File: src/baud_gen_pkg.sv
/*
 baud_gen_pkg: register map, field layout, reset values and shared
 types of the serial baud rate generator.
 assumes a 32-bit apb slave on a 10 mhz bus clock.
*/
`default_nettype none
package baud_gen_pkg;

	localparam int unsigned div_width = 13;
	localparam int unsigned div_high_width = 5;
	localparam int unsigned oversample = 16;
	localparam int unsigned os_width = 4;

	// byte addresses, one aligned word each
	localparam logic [7:0] baud_divisor_high_reg_off = 8'h00;
	localparam logic [7:0] baud_divisor_low_reg_off = 8'h04;
	localparam logic [7:0] control_two_reg_off = 8'h08;
	localparam logic [7:0] irq_status_off = 8'h0c;
	localparam logic [7:0] irq_mask_off = 8'h10;
	localparam logic [7:0] gen_status_off = 8'h14;

	// high register fields
	localparam int unsigned break_irq_en_bit = 7;
	localparam int unsigned edge_irq_en_bit = 6;
	localparam int unsigned unused_high_bit = 5;
	localparam int unsigned high_div_msb = 4;

	// control two fields
	localparam int unsigned te_bit = 3;
	localparam int unsigned re_bit = 2;

	// status / mask fields
	localparam int unsigned st_break_bit = 0;
	localparam int unsigned st_edge_bit = 1;
	localparam int unsigned st_tick_bit = 2;
	localparam int unsigned st_width = 3;

	// gen status fields
	localparam int unsigned gs_active_bit = 0;

	localparam logic [7:0] high_reset = 8'h00;
	localparam logic [7:0] low_reset = 8'h04;
	localparam logic [st_width-1:0] mask_reset = 3'h0;

	typedef struct packed {
		logic break_detect_irq_enable;
		logic rx_edge_irq_enable;
		logic [div_high_width-1:0] div_high;
	} high_fields_t;

	typedef struct packed {
		logic receiver_enable;
		logic transmitter_enable;
	} enables_t;

	typedef enum logic [1:0] {
		gen_idle = 2'b00,
		gen_run = 2'b01,
		gen_off = 2'b10
	} gen_state_t;

endpackage
`default_nettype wire

File: src/baud_divider.sv
/*
 baud_divider: modulo counter giving one-cycle enable pulses.
 assumes a divisor held stable by its owner and a synchronous enable.
*/
`timescale 1ns/100ps
`default_nettype none
module baud_divider #(
	parameter int unsigned width = 13
) (
	input wire logic pclk,
	input wire logic presetn,
	input wire logic run,
	input wire logic [width-1:0] modulo,
	output logic tick
);
	if (width < 1) begin : width_check
		$error("baud_divider width must be at least one");
	end

	logic [width-1:0] count_q;

	// counts modulo bus clocks then pulses; held at zero while stopped
	always_ff @(posedge pclk or negedge presetn) begin
		if (!presetn) begin
			count_q <= '0;
		end else if (!run) begin
			count_q <= '0;
		end else if (count_q >= modulo - width'(1)) begin
			count_q <= '0;
		end else begin
			count_q <= count_q + width'(1);
		end
	end

	always_ff @(posedge pclk or negedge presetn) begin
		if (!presetn) begin
			tick <= 1'b0;
		end else begin
			tick <= run && (count_q >= modulo - width'(1));
		end
	end
endmodule
`default_nettype wire

File: src/baud_rate_gen.sv
/*
 baud_rate_gen: baud rate generator of one serial interface, apb slave.
 assumes break and edge flag events arrive as one-cycle pulses from the
 receiver, synchronous to pclk.
*/
`timescale 1ns/100ps
`default_nettype none
module baud_rate_gen
	import baud_gen_pkg::*;
#(
	parameter int unsigned div_bits = div_width
) (
	input wire logic pclk,
	input wire logic presetn,
	input wire logic psel,
	input wire logic penable,
	input wire logic pwrite,
	input wire logic [7:0] paddr,
	input wire logic [31:0] pwdata,
	output logic [31:0] prdata,
	output logic pready,
	output logic pslverr,
	input wire logic break_detect_event,
	input wire logic rx_edge_event,
	output logic sample_tick,
	output logic baud_tick,
	output logic receiver_enable,
	output logic transmitter_enable,
	output logic irq
);
	if (div_bits != div_width) begin : width_check
		$error("divisor width is fixed by the register layout");
	end
	if (div_high_width >= div_width) begin : half_check
		$error("high divisor half wider than the divisor");
	end
	if (high_div_msb + 1 != div_high_width) begin : field_check
		$error("high divisor field must sit at bit zero");
	end
	if (unused_high_bit != high_div_msb + 1) begin : spare_check
		$error("spare bit must sit just above the divisor field");
	end
	if (break_irq_en_bit == edge_irq_en_bit) begin : enable_check
		$error("the two interrupt enables need their own bits");
	end
	if (oversample != (1 << os_width)) begin : wrap_check
		$error("oversample count must wrap at its own width");
	end
	if (low_reset == '0) begin : reset_check
		$error("low divisor must leave reset non-zero");
	end
	if (re_bit == te_bit) begin : ctrl_check
		$error("receiver and transmitter enables need own bits");
	end
	if (st_break_bit == st_edge_bit) begin : flag_check
		$error("break and edge flags need their own status bits");
	end
	if (st_tick_bit >= st_width) begin : tick_check
		$error("tick flag must sit inside the status word");
	end


	localparam logic [os_width-1:0] os_last = os_width'(oversample - 1);

	high_fields_t high_q;
	logic [div_high_width-1:0] high_buf_q;
	logic [7:0] low_q;
	enables_t en_q;
	logic [st_width-1:0] status_q;
	logic [st_width-1:0] mask_q;
	logic [st_width-1:0] events;
	gen_state_t state_q;
	logic [div_width-1:0] baud_divisor;
	logic [os_width-1:0] os_q;
	logic wr;
	logic rd_err;
	logic gen_run_w;
	logic tick;
	logic [7:0] high_rd;
	logic wr_high;
	logic wr_low;
	logic wr_ctrl;
	logic wr_status;
	logic wr_mask;
	logic [st_width-1:0] irq_en;
	logic [31:0] ctrl_rd;
	logic [31:0] gen_rd;

	assign wr = psel && penable && pwrite;
	assign pready = 1'b1;
	assign baud_divisor = {high_q.div_high, low_q};
	assign receiver_enable = en_q.receiver_enable;
	assign transmitter_enable = en_q.transmitter_enable;

	// bit 5 never stored, so it reads zero
	assign high_rd = {high_q.break_detect_irq_enable,
		high_q.rx_edge_irq_enable, 1'b0, high_buf_q};

	// one decode for all writes; the gen status word is read-only
	always_comb begin
		wr_high = 1'b0;
		wr_low = 1'b0;
		wr_ctrl = 1'b0;
		wr_status = 1'b0;
		wr_mask = 1'b0;
		if (wr) begin
			case (paddr)
				baud_divisor_high_reg_off: wr_high = 1'b1;
				baud_divisor_low_reg_off: wr_low = 1'b1;
				control_two_reg_off: wr_ctrl = 1'b1;
				irq_status_off: wr_status = 1'b1;
				irq_mask_off: wr_mask = 1'b1;
				default: begin
				end
			endcase
		end
	end

	// buffered upper half; the working copy moves only on a low write
	always_ff @(posedge pclk or negedge presetn) begin
		if (!presetn) begin
			high_buf_q <= high_reset[high_div_msb:0];
		end else if (wr_high) begin
			high_buf_q <= pwdata[high_div_msb:0];
		end
	end

	// interrupt enables take effect at once, unlike the divisor half
	always_ff @(posedge pclk or negedge presetn) begin
		if (!presetn) begin
			high_q <= '0;
		end else begin
			if (wr_high) begin
				high_q.break_detect_irq_enable <=
					pwdata[break_irq_en_bit];
				high_q.rx_edge_irq_enable <=
					pwdata[edge_irq_en_bit];
			end
			if (wr_low) begin
				high_q.div_high <= high_buf_q;
			end
		end
	end

	always_ff @(posedge pclk or negedge presetn) begin
		if (!presetn) begin
			low_q <= low_reset;
		end else if (wr_low) begin
			low_q <= pwdata[7:0];
		end
	end

	// clearing both enables leaves the generator running
	always_ff @(posedge pclk or negedge presetn) begin
		if (!presetn) begin
			en_q <= '0;
		end else if (wr_ctrl) begin
			en_q.receiver_enable <= pwdata[re_bit];
			en_q.transmitter_enable <= pwdata[te_bit];
		end
	end

	// generator state: idle until first enable, off while divisor is zero
	always_ff @(posedge pclk or negedge presetn) begin
		if (!presetn) begin
			state_q <= gen_idle;
		end else begin
			case (state_q)
				gen_idle: begin
					if (en_q.receiver_enable || en_q.transmitter_enable) begin
						state_q <= (baud_divisor == '0) ? gen_off : gen_run;
					end
				end
				gen_run: begin
					if (baud_divisor == '0) begin
						state_q <= gen_off;
					end
				end
				gen_off: begin
					if (baud_divisor != '0) begin
						state_q <= gen_run;
					end
				end
				default: begin
					state_q <= gen_idle;
				end
			endcase
		end
	end

	// zero divisor also gates the counter in the switching cycle
	assign gen_run_w = (state_q == gen_run) && (baud_divisor != '0);

	// one divider per instance drives both directions
	baud_divider #(
		.width(div_width)
	) u_div (
		.pclk(pclk),
		.presetn(presetn),
		.run(gen_run_w),
		.modulo(baud_divisor),
		.tick(tick)
	);

	assign sample_tick = tick;

	// sixteen sample ticks make one bit time
	always_ff @(posedge pclk or negedge presetn) begin
		if (!presetn) begin
			os_q <= '0;
		end else if (!gen_run_w) begin
			os_q <= '0;
		end else if (tick) begin
			os_q <= (os_q == os_last) ? '0 : os_q + os_width'(1);
		end
	end

	always_ff @(posedge pclk or negedge presetn) begin
		if (!presetn) begin
			baud_tick <= 1'b0;
		end else begin
			baud_tick <= tick && (os_q == os_last);
		end
	end

	assign events = {baud_tick, rx_edge_event, break_detect_event};

	// sticky flags, write one to clear; a new event beats the clear
	always_ff @(posedge pclk or negedge presetn) begin
		if (!presetn) begin
			status_q <= '0;
		end else if (wr_status) begin
			status_q <= (status_q & ~pwdata[st_width-1:0]) | events;
		end else begin
			status_q <= status_q | events;
		end
	end

	always_ff @(posedge pclk or negedge presetn) begin
		if (!presetn) begin
			mask_q <= mask_reset;
		end else if (wr_mask) begin
			mask_q <= pwdata[st_width-1:0];
		end
	end

	// break and edge need both their high-register enable and mask bit
	always_comb begin
		irq_en = mask_q;
		irq_en[st_break_bit] = mask_q[st_break_bit] &&
			high_q.break_detect_irq_enable;
		irq_en[st_edge_bit] = mask_q[st_edge_bit] &&
			high_q.rx_edge_irq_enable;
	end

	always_ff @(posedge pclk or negedge presetn) begin
		if (!presetn) begin
			irq <= 1'b0;
		end else begin
			irq <= |(status_q & irq_en);
		end
	end

	always_comb begin
		ctrl_rd = '0;
		ctrl_rd[re_bit] = en_q.receiver_enable;
		ctrl_rd[te_bit] = en_q.transmitter_enable;
	end

	always_comb begin
		gen_rd = '0;
		gen_rd[gs_active_bit] = gen_run_w;
	end

	always_comb begin
		rd_err = 1'b0;
		case (paddr)
			baud_divisor_high_reg_off: prdata = {24'h000000, high_rd};
			baud_divisor_low_reg_off: prdata = {24'h000000, low_q};
			control_two_reg_off: prdata = ctrl_rd;
			irq_status_off: prdata = {29'h00000000, status_q};
			irq_mask_off: prdata = {29'h00000000, mask_q};
			gen_status_off: prdata = gen_rd;
			default: begin
				prdata = '0;
				rd_err = 1'b1;
			end
		endcase
	end

	assign pslverr = psel && penable && rd_err;
endmodule
`default_nettype wire

File: config.mk
export PLATFORM = sky130hd
export DESIGN_NAME = baud_rate_gen
export DESIGN_NICKNAME = d
export VERILOG_FILES = /design/src/baud_gen_pkg.sv /design/src/baud_divider.sv /design/src/baud_rate_gen.sv
export SDC_FILE = /design/constraint.sdc
export NUM_CORES = 1
export LEC_CHECK = 0
export ABC_AREA = 1
export CAP_MARGIN = 0
export CORE_ASPECT_RATIO = 1.4
export CORE_MARGIN = 4
export CORE_UTILIZATION = 54
export CTS_CLUSTER_DIAMETER = 120
export DETAILED_ROUTE_END_ITERATION = 16
export DONT_BUFFER_PORTS = 1
export GPL_TIMING_DRIVEN = 0
export PLACE_DENSITY = 0.73
export SYNTH_ARGS = -nofsm -noshare
export SYNTH_HDL_FRONTEND = slang
export SYNTH_SLANG_ARGS = --single-unit
File: constraint.sdc
create_clock -name pclk -period 6.3 [get_ports pclk]
set_clock_uncertainty 0.1 [all_clocks]
set_input_delay 0.63 -clock pclk [delete_from_list [all_inputs] [get_ports pclk]]
set_output_delay 0.63 -clock pclk [all_outputs]
set_load 0.01 [all_outputs]
; Yosys cells after proc, flatten, opt, wreduce, memory -nomap -nowiden
; Cells that the tools add are included.
[word_totals]
wordCells = 75
regBits = 50
[classes]
reduce_logical = 16
n_eq_ne = 12
mux = 23
n_lt_le_gt_ge = 1
addsub = 3
bitwise_logic = 5
[ops]
columns = operator, count
row1 = $pmux W8 S6, 1
row2 = $mux W13, 2
row3 = $eq A8 B4 Y1 const B, 2
row4 = $eq A8 B5 Y1 const B, 2
row5 = $add A13 B1 Y13 const B, 1
row6 = $ge A13 B13 Y1, 1
row7 = $logic_not A13 Y1, 1
row8 = $reduce_bool A13 Y1, 1
row9 = $sub A13 B1 Y13 const B, 1
row10 = $mux W4, 3
row11 = $mux W1, 11
row12 = $eq A8 B3 Y1 const B, 1
row13 = $logic_and A1 B1 Y1, 8
row14 = $logic_not A8 Y1, 1
row15 = $mux W2, 4
row16 = $ne A2 B2 Y1 const B, 4
row17 = $and A3 B3 Y3, 2
row18 = $or A3 B3 Y3, 2
row19 = $pmux W2 S3, 1
row20 = $reduce_or A6 Y1, 1
row21 = $add A4 B1 Y4 const B, 1
row22 = $eq A4 B4 Y1 const B, 1
row23 = $mux W3, 1
row24 = $not A3 Y3, 1
row25 = 6 further kinds, 6

; Depth between registers and ports, before layout
; Gate-level depths: netlist (run 1).
[depth]
word_depth = 4
ltp_mapped = 17

; Hierarchy
; From an unflattened synthesis (run 1), not the netlist that was laid out.
[unflattened]
hier_cells = 436
area_unflattened_um2 = 3340.7
[modules_own_cells]
columns = module, seq_area_each_um2, area_per_inst_um2, n_inst, cells_per_inst
row1 = baud_rate_gen, 902.1, 2108.3, 1, 273
row2 = baud_divider, 350.3, 1232.4, 1, 163

; Least setup slack after synthesis (run 1)
; OpenSTA, ideal clock, no wires.
[synth_path]
path_type = reg2reg
from = register low_q[0]
to = register u_div.count_q[2]
path_slack_ns = 3.932
path_stages_with_launch = 16
path_buffers = 1
t_arrival_ns = 2.197
required_ns = 6.129
setup_time_ns = 0.071
cell_sequence = dfrtp_1 inv_1 ha_1 nand3_1 nor2_1 nand2_1 xor2_1 ha_1 nand2_1 nand2_1 a21oi_1 nand2_1 nor2_1 nand3_4 buf_6 nor2_1
[synth_between]
elab_chain_cells = 4
elab_cells_between_ends = 6
cone_classes = add/sub: 1 / order compare: 1 / mux: 2 / reduce/logical: 2
[synth_rtl]
columns = item, line
row1 = start: declaration, baud_rate_gen.sv:67  ; logic [7:0] low_q;
row2 = start signal: assignment, baud_rate_gen.sv:147  ; low_q <= low_reset;
row3 = start signal: assignment, baud_rate_gen.sv:149  ; low_q <= pwdata[7:0];
row4 = $sub A13 B1 Y13, baud_divider.sv:28  ; end else if (count_q >= modulo - width'(1)) begin
row5 = $ge A13 B13 Y1, baud_divider.sv:28
row6 = $mux W13, baud_divider.sv:28
row7 = $mux W13 *, baud_divider.sv:26  ; end else if (!run) begin
row8 = end signal: assignment, baud_divider.sv:31  ; count_q <= count_q + width'(1);
row9 = end: declaration, baud_divider.sv:20  ; logic [width-1:0] count_q;
; Mark *: on every way between the ends. The rest lies on a longest branch, timed or not.
; A chain may end at the register's enable or synchronous reset.

; Worst setup path after layout (run 1)
[layout_path]
from = register low_q[0]
to = register u_div.count_q[9]
; The elaborated chain is that of the path after synthesis.

==> PnR_summary.wiki, run 1 <==
{| class="wikitable"
! Metric !! Value
|-
| Seq cells post-synth || 50
|-
| Kind of path behind the tightest hold check || input pin to async pin
|-
| Vertical die dimension || between 90 and 100 µm
|-
| CP top delay family || simple AND/OR/NAND/NOR gates
|-
| Count of final max-slew check failures || 0
|-
| Shortest clock period the worst path allows after layout || 2810 ps
|-
| Leading area contributor after synthesis || dfrtp_1
|-
| Growth of design area from synthesis to finish || 9.69%
|-
| Area of the die || ~0.0073 mm²
|-
| CTS tree || done
|-
| Initial standard-cell utilization of the core || 55.3%
|-
| Max FO, Critical Path || 10
|-
| Chip Width || 73.5 µm
|-
| Number of warnings reported in the yosys synthesis log || 0
|-
| Critical path required time || about 6400 ps
|-
| Most used flip-flop cell after synthesis || dfrtp_1
|-
| I/O pins || 86
|-
| Number of clock sinks || 50
|-
| VDD IR-drop max || roughly 140 µV
|-
| Buffers on Ports || 0
|-
| Most prevalent standard cell on the critical path || nand2_1
|-
| Total count of hold-check failures in the final report || 0
|-
| Number of levels the H-tree was split into || 2
|-
| Bufs and invs on worst path || 2
|-
| Mean instance size in the synthesized netlist || between 7 and 8 µm²
|-
| Number of library cell types mapped by synthesis || 32
|-
| Total grt overflow || 0
|-
| Number of buffers inserted during clock tree synthesis || 5
|-
| Iteration-0 DRC Markers || approximately 120
|-
| Proportion of layout cells with a drive suffix above 1 || 14.1%
|-
| Number of antenna violations at the first check in global routing || 0
|-
| Row count || 33
|-
| Number of detailed-route iterations in the first pass || 4
|-
| Post-route clock period utilization || about 45%
|-
| Setup violations, final || 0
|-
| Async set-or-reset flop fraction in the synthesized netlist || between 90% and 100%
|-
| Routed length per instance || about 13 µm
|-
| Worst Hold Slack || ~50 ps
|-
| Most frequent cell after synthesis || nand2_1
|-
| Longest Clk Path Bufs || 2
|-
| EDFF count, synth || 0
|-
| Antenna Nets Post-Route || 0
|-
| Cell types with the highest counts after synthesis || nand2_1, inv_1, dfrtp_1, nor2_1, nand3_1
|-
| Headroom to the max-slew limit || 63.0%
|-
| Leakage power || around 1.9 nW
|-
| Portion of the post-synthesis area used by sequential elements || 38.6%
|-
| Share of the synthesized area in the top cell type || 37.8%
|-
| Routability-driven placement congestion ratio || 0.864
|-
| RSZ-0062 raised after global routing || false
|-
| Setup_tns || 0 ps
|-
| Post-route cell area || 0.00355 mm²
|-
| Slowest Stage Delay on Critical Path || roughly 420 ps
|-
| Run status || complete, no violations
|-
| Half-perimeter wire length after detailed placement || between 5000 and 6000 µm
|-
| Overall power of the completed layout || 0.000692 W
|-
| Cell types occupying the most area after synthesis || dfrtp_1, nand2_1, inv_1, ha_1, buf_4
|-
| Capturing element type of the critical path || flop
|-
| Avg Vias per Cell || around 5
|-
| Critical path type || flop to flop
|-
| PwrDens || 195 mW/mm²
|-
| Routed via count || 2,593
|-
| Synthesized netlist cell count || around 420
|-
| Cell Area, Placed || about 0.0034 mm²
|-
| Element type at the critical path start || flop
|-
| Slowest library cell on the worst path || dfrtp_1
|-
| Maximum achievable frequency || 356 MHz
|-
| Largest net degree at the start of global routing || 50
|-
| Wirelength, routed || around 6800 µm
|-
| Post-synthesis instance area || approximately 0.0032 mm²
|-
| Clock transition at the registers of the reported paths || roughly 100 ps
|-
| Worst Path Arrival || 2950 ps
|-
| Antenna diode count || 0
|-
| Total routing resource utilization after global routing || approximately a fifth
|-
| CTS root buffer || clkbuf_8
|-
| CORE AREA || between 0.005 and 0.006 mm²
|-
| DRC viols || 0
|-
| Net count reported at finish || roughly 520
|-
| Vias in the first global route || 2,600
|-
| CP Cell Sequence || inv_1 -> ha_1 -> nand3_1 -> nor2_1 -> nand2_1 -> xor2_1 -> ha_1 -> nand2_1 -> nand2_1 -> a21oi_1 -> nand2_1 -> nor2_1 -> nand3_4 -> buf_6 -> nor2_1
|-
| Pin slew with the least headroom to its limit || between 500 and 600 ps
|-
| Number of maximum-capacitance violations || 0
|-
| Wire length of the first global-routing pass || about 12,000 µm
|-
| Skew-Pair Late Insertion Delay || a little over 300 ps
|}
==> metrics by stage <==
stage	setup slack, ps	utilization, %	instances
after floorplan	3930	-	444
after global placement	3550	58.2	514
after detailed placement	3510	58.2	514
after CTS	3460	60.6	523
after global routing	3200	60.6	523
final	3490	60.6	523
==> logic make-up after synthesis <==
group	synth area share (%)
AOI/OAI and AO/OA	7.76
xor gates and xnor gates	4.59
other	0.232
and+or+nand+nor	28.2
adders and majority gates	6.56
DFF	38.6
buffers and inverters	14.0
==> flip-flops by register name (all words and copies together) (netlist names) <==
register / count
u_div.count_q: 13
low_q: 8
baud_divisor: 5
high_buf_q: 5
os_q: 4
mask_q: 3
status_q: 3
high_q: 2
state_q: 2
baud_tick: 1
irq: 1
receiver_enable: 1
transmitter_enable: 1
u_div.tick: 1
==> layer usage <==
metal | GRT usage [%] | wire length [µm] | up-vias | part of all wire (%)
met5 | 0 | 0 | - | 0
met4 | 6.69 | 106 | 0 | 1.6
met3 | 4.15 | 309 | 9 | 4.6
met2 | 37.5 | 3850 | 60 | 57
met1 | 21.8 | 2510 | 1196 | 37
li1 | - | - | 1328 | -
==> report_power, final <==
part | switching [W] | total (W) | internal (W)
clock network | 0.000114 | 0.000234 | 0.000119
registers | 0.0000113 | 0.000345 | 0.000334
logic | 0.0000695 | 0.000114 | 0.0000441
total | 0.000195 | 0.000692 | 0.000497
==> layout by cell type (no fill, tap or decap), drive strengths merged, types with 2 or more instances in the layout <==
| cell | n |
|---|---|
| o21ai | 25 |
| nor3 | 5 |
| xor2 | 14 |
| a21oi | 14 |
| buf | 30 |
| nor3b | 3 |
| clkbuf | 5 |
| inv | 61 |
| xnor2 | 3 |
| nor4 | 2 |
| nor2 | 50 |
| nand4 | 4 |
| conb | 25 |
| nand3 | 28 |
| ha | 17 |
| nand2 | 110 |
| dfrtp | 49 |
==> path summary, 6_finish.rpt <==
path | from | to | slack, ps | depth (start not counted)
setup / recovery | low_q[0]$_DFFE_PN0P_ | u_div.count_q[9]$_DFF_PN0_ | 3490 | 15
hold / removal | presetn | low_q[2]$_DFFE_PN1P_ | 50 | 0
setup reg to reg | low_q[0]$_DFFE_PN0P_ | u_div.count_q[9]$_DFF_PN0_ | 3490 | 15
hold reg to reg | u_div.count_q[0]$_DFF_PN0_ | u_div.count_q[0]$_DFF_PN0_ | 400 | 1
max in group asynchronous | presetn | baud_divisor[11]$_DFFE_PN0P_ | 5820 | 1
min in group pclk | break_detect_event | status_q[0]$_DFF_PN0_ | 320 | 2
==> layout make-up <==
class                      instances  area, µm²
fill                             543       2310
multi-input combinational        305       1620
sequential                        50       1250
buffer                            29        229
inverter                          60        225
tap                               70       87.6
clock buffer                       5       68.8
clock inverter                     3       43.8
timing repair buffer               1       27.5
==> what timing repair did <==
action,CTS,global route
endpoints found under the hold margin,49,0
setup buffers,0,0
hold buffers,1,0
resized for setup,0,0
No activity file was read; power rests on OpenSTA's default activity.
==> run 2: changes to the inputs <==
- PLACE_DENSITY: 0.73 -> 0.76
- clock period: 6.3 -> 2.5 ns (I/O delays scaled with it)
==> PnR_summary.wiki, run 2 (synthesized netlist as in run 1, its figures left out) <==
{| class="wikitable"
! Metric !! Value
|-
| Total grt overflow || 0
|-
| Cell Area, Placed || roughly 0.0034 mm²
|-
| Hold Path Cell Cnt || 2
|-
| Clock transition at the registers of the reported paths || around 90 ps
|-
| Skew-Pair Late Insertion Delay || 310 ps
|-
| RSZ-0062 raised after global routing || true
|-
| Growth of design area from synthesis to finish || 21.6%
|-
| Initial standard-cell utilization of the core || 55.3%
|-
| Number of detailed-route iterations in the first pass || 5
|-
| Total routing resource utilization after global routing || 20.9%
|-
| Leakage power || between 2 and 2.5 nW
|-
| Most frequent cells in the layout || nand2_1, inv_1, dfrtp_1
|-
| Buffers on Ports || 0
|-
| Vias in the first global route || approximately 2,800
|-
| Iteration-0 DRC Markers || between 100 and 150
|-
| Worst Reg-to-Reg Cells || 17
|-
| Capturing element type of the critical path || flop
|-
| PwrDens || around 470 mW/mm²
|-
| Pin slew with the least headroom to its limit || between 500 and 600 ps
|-
| Routed via count || around 2,800
|-
| Worst Path Arrival || around 2600 ps
|-
| Origin of the worst setup path || low_q[4]$_DFFE_PN0P_
|-
| Post-route cell area || approximately 0.004 mm²
|-
| Setup violations, final || 0
|-
| Proportion of layout cells with a drive suffix above 1 || 26.3%
|-
| I/O pins || 86
|-
| Number of antenna violations at the first check in global routing || 0
|-
| Chip Width || ~73 µm
|-
| CTS tree || done
|-
| Avg Vias per Cell || approximately 5.1
|-
| Headroom to the max-slew limit || 62.1%
|-
| Worst Hold Slack || approximately 4.1 ps
|-
| Max FO, Critical Path || 5
|-
| Half-perimeter wire length after detailed placement || ~5200 µm
|-
| Element type at the critical path start || flop
|-
| Cell total after placement || between 500 and 600
|-
| Routed length per instance || approximately 14 µm
|-
| Maximum achievable frequency || a little over 400 MHz
|-
| Leading registers by flop count || u_div.count_q (13), low_q (8)
|-
| Register ranked first by flip-flop count || u_div.count_q
|-
| Register-to-register setup slack || approximately 57 ps
|-
| Vertical die dimension || between 90 and 100 µm
|-
| Most common library cell in the layout ignoring fill and taps || nand2_1
|-
| Number of maximum-capacitance violations || 0
|-
| CORE AREA || approximately 0.0059 mm²
|-
| VDD IR-drop max || between 300 and 400 µV
|-
| Post-route clock period utilization || 97.7%
|-
| CP top delay family || simple AND/OR/NAND/NOR gates
|-
| Largest register FFs || 13
|-
| Count of final max-slew check failures || 0
|-
| Layout fillers || 471
|-
| CTS root buffer || clkbuf_8
|-
| Area of the die || approximately 0.0073 mm²
|-
| Worst Hold Launch || pwdata[6]
|-
| Net count reported at finish || between 500 and 600
|-
| Shortest clock period the worst path allows after layout || roughly 2400 ps
|-
| Total count of hold-check failures in the final report || 0
|-
| Slowest Stage Delay on Critical Path || between 400 and 500 ps
|-
| Number of clock sinks || 50
|-
| Number of buffers inserted during clock tree synthesis || 5
|-
| Kind of path behind the tightest hold check || input pin to flop
|-
| Final Non-Filler Cells || 550
|-
| Endpoint of the most critical register-to-register path || u_div.count_q[4]$_DFF_PN0_
|-
| Launching point of the worst reg2reg path || low_q[4]$_DFFE_PN0P_
|-
| Critical path required time || between 2000 and 3000 ps
|-
| Antenna Nets Post-Route || 0
|-
| Row count || 33
|-
| DRC viols || 0
|-
| Bufs and invs on worst path || 5
|-
| Wirelength, routed || roughly 7700 µm
|-
| Critical path type || flop to flop
|-
| Slowest library cell on the worst path || dfrtp_1
|-
| Worst hold path endpoint || high_q[5]$_DFFE_PN0P_
|-
| Routability-driven placement congestion ratio || roughly 0.84
|-
| CP Cell Sequence || inv_2 -> nand2_1 -> nor2_1 -> nand2_2 -> inv_2 -> nand3_1 -> xor2_1 -> inv_1 -> ha_4 -> nand2_2 -> inv_2 -> a21oi_4 -> nand2_2 -> nor2_4 -> nand3_4 -> buf_6 -> nor2_1
|-
| Number of levels the H-tree was split into || 2
|-
| Run status || complete, no violations
|-
| Largest net degree at the start of global routing || 51
|-
| Wire length of the first global-routing pass || roughly 12,000 µm
|-
| Antenna diode count || 0
|-
| Longest Clk Path Bufs || 2
|}
run 2: cell count changes in the layout (fill, tap and decap cells not counted), sizes merged:
cell	change
dlygate4sd3	+6
inv	-1
clkinv	+1
buf	+21
run 2: report_power, final:
group	internal, W	switching, W
Sequential	0.000841	0.0000314
Combinational	0.000167	0.000224
Clock	0.000295	0.000281
run 2: worst reg2reg max path: stages (launching register included):
cell,delay [ps]
dfrtp_1,430
inv_2,90
nand2_1,60
nor2_1,130
nand2_2,90
inv_2,60
nand3_1,80
xor2_1,170
inv_1,110
ha_4,210
nand2_2,100
inv_2,60
a21oi_4,150
nand2_2,80
nor2_4,120
nand3_4,110
buf_6,160
nor2_1,80
run 2: repair_timing:
item                       in CTS  in global routing
hold endpoints to repair       55                  0
pin swaps                       6                 13
resized for setup              21                 34
gates cloned                    1                  0
hold buffers                    7                  0
setup endpoints to repair      14                 14
setup buffers                  10                 10
run 2: how the worst max path moves through the flow:
stage                            endpoint  slack, ps  cells past startpoint
6_report       u_div.count_q[4]$_DFF_PN0_         60                     17
5_1_grt        u_div.count_q[2]$_DFF_PN0_        -90                     15
4_1_cts        u_div.count_q[2]$_DFF_PN0_          2                     17
3_5_place_dp   u_div.count_q[2]$_DFF_PN0_       -300                     15
3_3_place_gp   u_div.count_q[9]$_DFF_PN0_       -260                     15
2_1_floorplan  u_div.count_q[6]$_DFF_PN0_        130                     15
run 2: cell type report:
type,count,area [µm²],area share (%)
multi-input combinational,305,1780,45.3
sequential,50,1250,31.8
timing repair buffer,28,253,6.41
buffer,29,229,5.81
inverter,60,225,5.72
tap,70,87.6,2.22
clock buffer,5,68.8,1.75
clock inverter,3,40.0,1.02
run 2: per-layer routing:
metal / share of wire (%) / vias to the layer above / GRT usage, %
met2: 55 / 73 / 38.8
met5: 0 / - / 0
met4: 4.0 / 0 / 9.07
met3: 4.3 / 25 / 3.74
met1: 37 / 1311 / 22.3
li1: - / 1392 / -
run 2: through the flow:
stage	setup WS (ps)	utilization, %	TNS (ps)	total power, W
global route	-90.4	67.2	-909	0.00193
floorplan	132	-	0	0.00110
finish	57.1	67.2	0	0.00184
detailed placement	-295	58.2	-3350	0.00116
global placement	-256	58.2	-2760	0.00115
CTS	2.05	64.0	0	0.00180
==> run 3: changes to the inputs <==
- BUFFER_PORTS_ARGS: default -> -buffer_cell sky130_fd_sc_hd__buf_4
- CORE_UTILIZATION: 54 -> 48
- DONT_BUFFER_PORTS: 1 -> default
- PLACE_DENSITY: 0.76 -> 0.81
==> PnR_summary.wiki, run 3 (synthesized netlist as in run 1, its figures left out) <==
{| class="wikitable"
! Metric !! Value
|-
| Wire length of the first global-routing pass || ~12,000 µm
|-
| Register ranked first by flip-flop count || u_div.count_q
|-
| Net count reported at finish || about 570
|-
| Number of detailed-route iterations in the first pass || 4
|-
| Clock transition at the registers of the reported paths || approximately 100 ps
|-
| Capturing element type of the critical path || flop
|-
| Iteration-0 DRC Markers || 106
|-
| Fraction of met1 tracks used by global routing || 18.7%
|-
| Worst Path Arrival || ~2700 ps
|-
| Setup violations, final || 1
|-
| Element type at the critical path start || flop
|-
| CTS root buffer || clkbuf_8
|-
| Number of maximum-capacitance violations || 0
|-
| Growth of design area from synthesis to finish || 24.4%
|-
| Fraction of power consumed by the clock network || between 20 and 30%
|-
| Half-perimeter wire length after detailed placement || 5880 µm
|-
| Antenna diode count || 0
|-
| Antenna Nets Post-Route || 0
|-
| Net switching component of the power || about 0.00056 W
|-
| Violations in the final reports || negative setup slack
|-
| Routed via count || approximately 2,800
|-
| VDD IR-drop max || roughly 410 µV
|-
| Overall power of the completed layout || ~0.0018 W
|-
| Pin slew with the least headroom to its limit || 643 ps
|-
| Max FO, Critical Path || 5
|-
| Largest net degree at the start of global routing || slightly above 50
|-
| Proportion of layout cells with a drive suffix above 1 || around 28%
|-
| RSZ-0062 raised after global routing || true
|-
| Vias in the first global route || 2,803
|-
| Critical path type || flop to flop
|-
| Skew-Pair Late Insertion Delay || between 300 and 400 ps
|-
| Shortest clock period the worst path allows after layout || around 2500 ps
|-
| Critical path required time || 2650 ps
|-
| Headroom to the max-slew limit || 57.2%
|-
| Leakage power || between 2 and 2.5 nW
|-
| Maximum achievable frequency || between 300 and 400 MHz
|-
| CORE AREA || roughly 0.0066 mm²
|-
| Leading registers by flop count || u_div.count_q (13), low_q (8)
|-
| Routability-driven placement congestion ratio || roughly 0.96
|-
| DRC viols || 0
|-
| CTS tree || done
|-
| Relative contribution of sequential cells to total power || around 48%
|-
| Met3 track utilization from global routing || ~2.7%
|-
| Post-route clock period utilization || 100%
|-
| Total routing resource utilization after global routing || 19.0%
|-
| Number of clock sinks || 50
|-
| Dpl ws || -179 ps
|-
| Initial standard-cell utilization of the core || between 40% and 50%
|-
| Most frequent cells in the layout || nand2_1, buf_4, inv_1
|-
| Most common library cell in the layout ignoring fill and taps || nand2_1
|-
| Number of levels the H-tree was split into || 2
|-
| Number of antenna violations at the first check in global routing || 0
|-
| Routed length per instance || about 14 µm
|-
| Total count of hold-check failures in the final report || 0
|-
| Comb power frac || around a quarter
|-
| Vertical die dimension || 105 µm
|-
| Largest register FFs || 13
|-
| Number of buffers inserted during clock tree synthesis || 5
|-
| Total internal power || about 0.0013 W
|-
| Row count || 35
|-
| Run status || finished, violations left
|-
| Chip Width || around 77 µm
|-
| Kind of path behind the tightest hold check || input pin to flop
|-
| PwrDens || 452 mW/mm²
|-
| Wirelength, routed || 7820 µm
|-
| Area of the die || 0.00815 mm²
|-
| GRT Max-Usage Layer || met2
|-
| Routing usage on met2 || between 30% and 40%
|-
| Longest Clk Path Bufs || 2
|-
| Avg Vias per Cell || 4.94
|-
| Count of final max-slew check failures || 0
|-
| Buffers on Ports || 36
|-
| I/O pins || 86
|-
| Total grt overflow || 0
|-
| Switching power as a share of total power || 30.8%
|-
| Final worst-path setup slack || -2.07 ps
|}
run 3: cell type report:
cell class	count	area, µm²
buffer	29	233
clock buffer	6	82.6
clock inverter	2	16.3
fill	557	2540
inverter	60	225
multi-input combinational	305	1730
sequential	50	1250
tap	74	92.6
timing repair buffer	50	395
run 3: final timing paths:
| kind | start | end | slack, ps | depth (start not counted) |
|---|---|---|---|---|
| setup / recovery | low_q[1]$_DFFE_PN0P_ | u_div.count_q[5]$_DFF_PN0_ | -2 | 15 |
| hold / removal | break_detect_event | status_q[0]$_DFF_PN0_ | 8 | 3 |
| setup reg to reg | low_q[1]$_DFFE_PN0P_ | u_div.count_q[5]$_DFF_PN0_ | -2 | 15 |
| hold reg to reg | u_div.count_q[0]$_DFF_PN0_ | u_div.count_q[0]$_DFF_PN0_ | 390 | 1 |
| max in group asynchronous | presetn | low_q[6]$_DFFE_PN0P_ | 1440 | 2 |
| min in group asynchronous | presetn | u_div.count_q[7]$_DFF_PN0_ | 400 | 2 |
run 3: critical path, cell delays in order (launching register included):
cell       delay (ps)
dfrtp_1           430
inv_2             120
ha_4              150
nand3_4           110
nor2_4            140
buf_4             120
xor2_1            160
ha_1              280
nand2_2            80
inv_1              40
nand2_1            90
a21boi_2           70
nor2_4            130
nand3_4           130
clkbuf_16         180
nor2_1             80
run 3: metrics by stage:
| step | instances | util, % | hold WS (ps) | setup TNS, ps | area [µm²] |
|---|---|---|---|---|---|
| 6_report | 576 | 61.4 | 7.98 | -2.07 | 4030 |
| 5_1_grt | 576 | 61.4 | 9.93 | -1900 | 4030 |
| 4_1_cts | 570 | 59.0 | 14.0 | 0 | 3870 |
| 3_5_place_dp | 554 | 56.2 | 213 | -1850 | 3690 |
| 3_3_place_gp | 554 | 56.2 | 209 | -1890 | 3690 |
| 2_1_floorplan | 444 | - | -146 | 0 | 3330 |
run 3: what timing repair did:
item / 4_1_cts / 5_1_grt
setup endpoints to repair: 14 / 14
hold endpoints to repair: 49 / 0
buffers inserted: 7 / 5
gates cloned: 0 / 1
gates resized for setup: 10 / 29
pin swaps: 4 / 3
hold buffers: 1 / 0
run 3: routing by layer:
metal | vias to the layer above | wire [µm]
li1 | 1430 | -
met1 | 1318 | 2710
met2 | 74 | 4610
met3 | 22 | 268
met4 | 0 | 226
met5 | - | 0
run 3: power groups by stage:
stage	sequential, W	clock (W)	combinational [W]
global placement	0.000883	0	0.000313
global route	0.000875	0.000563	0.000471
detailed placement	0.000886	0	0.000325
CTS	0.000870	0.000521	0.000350
floorplan	0.000877	0	0.000227
finish	0.000870	0.000523	0.000429
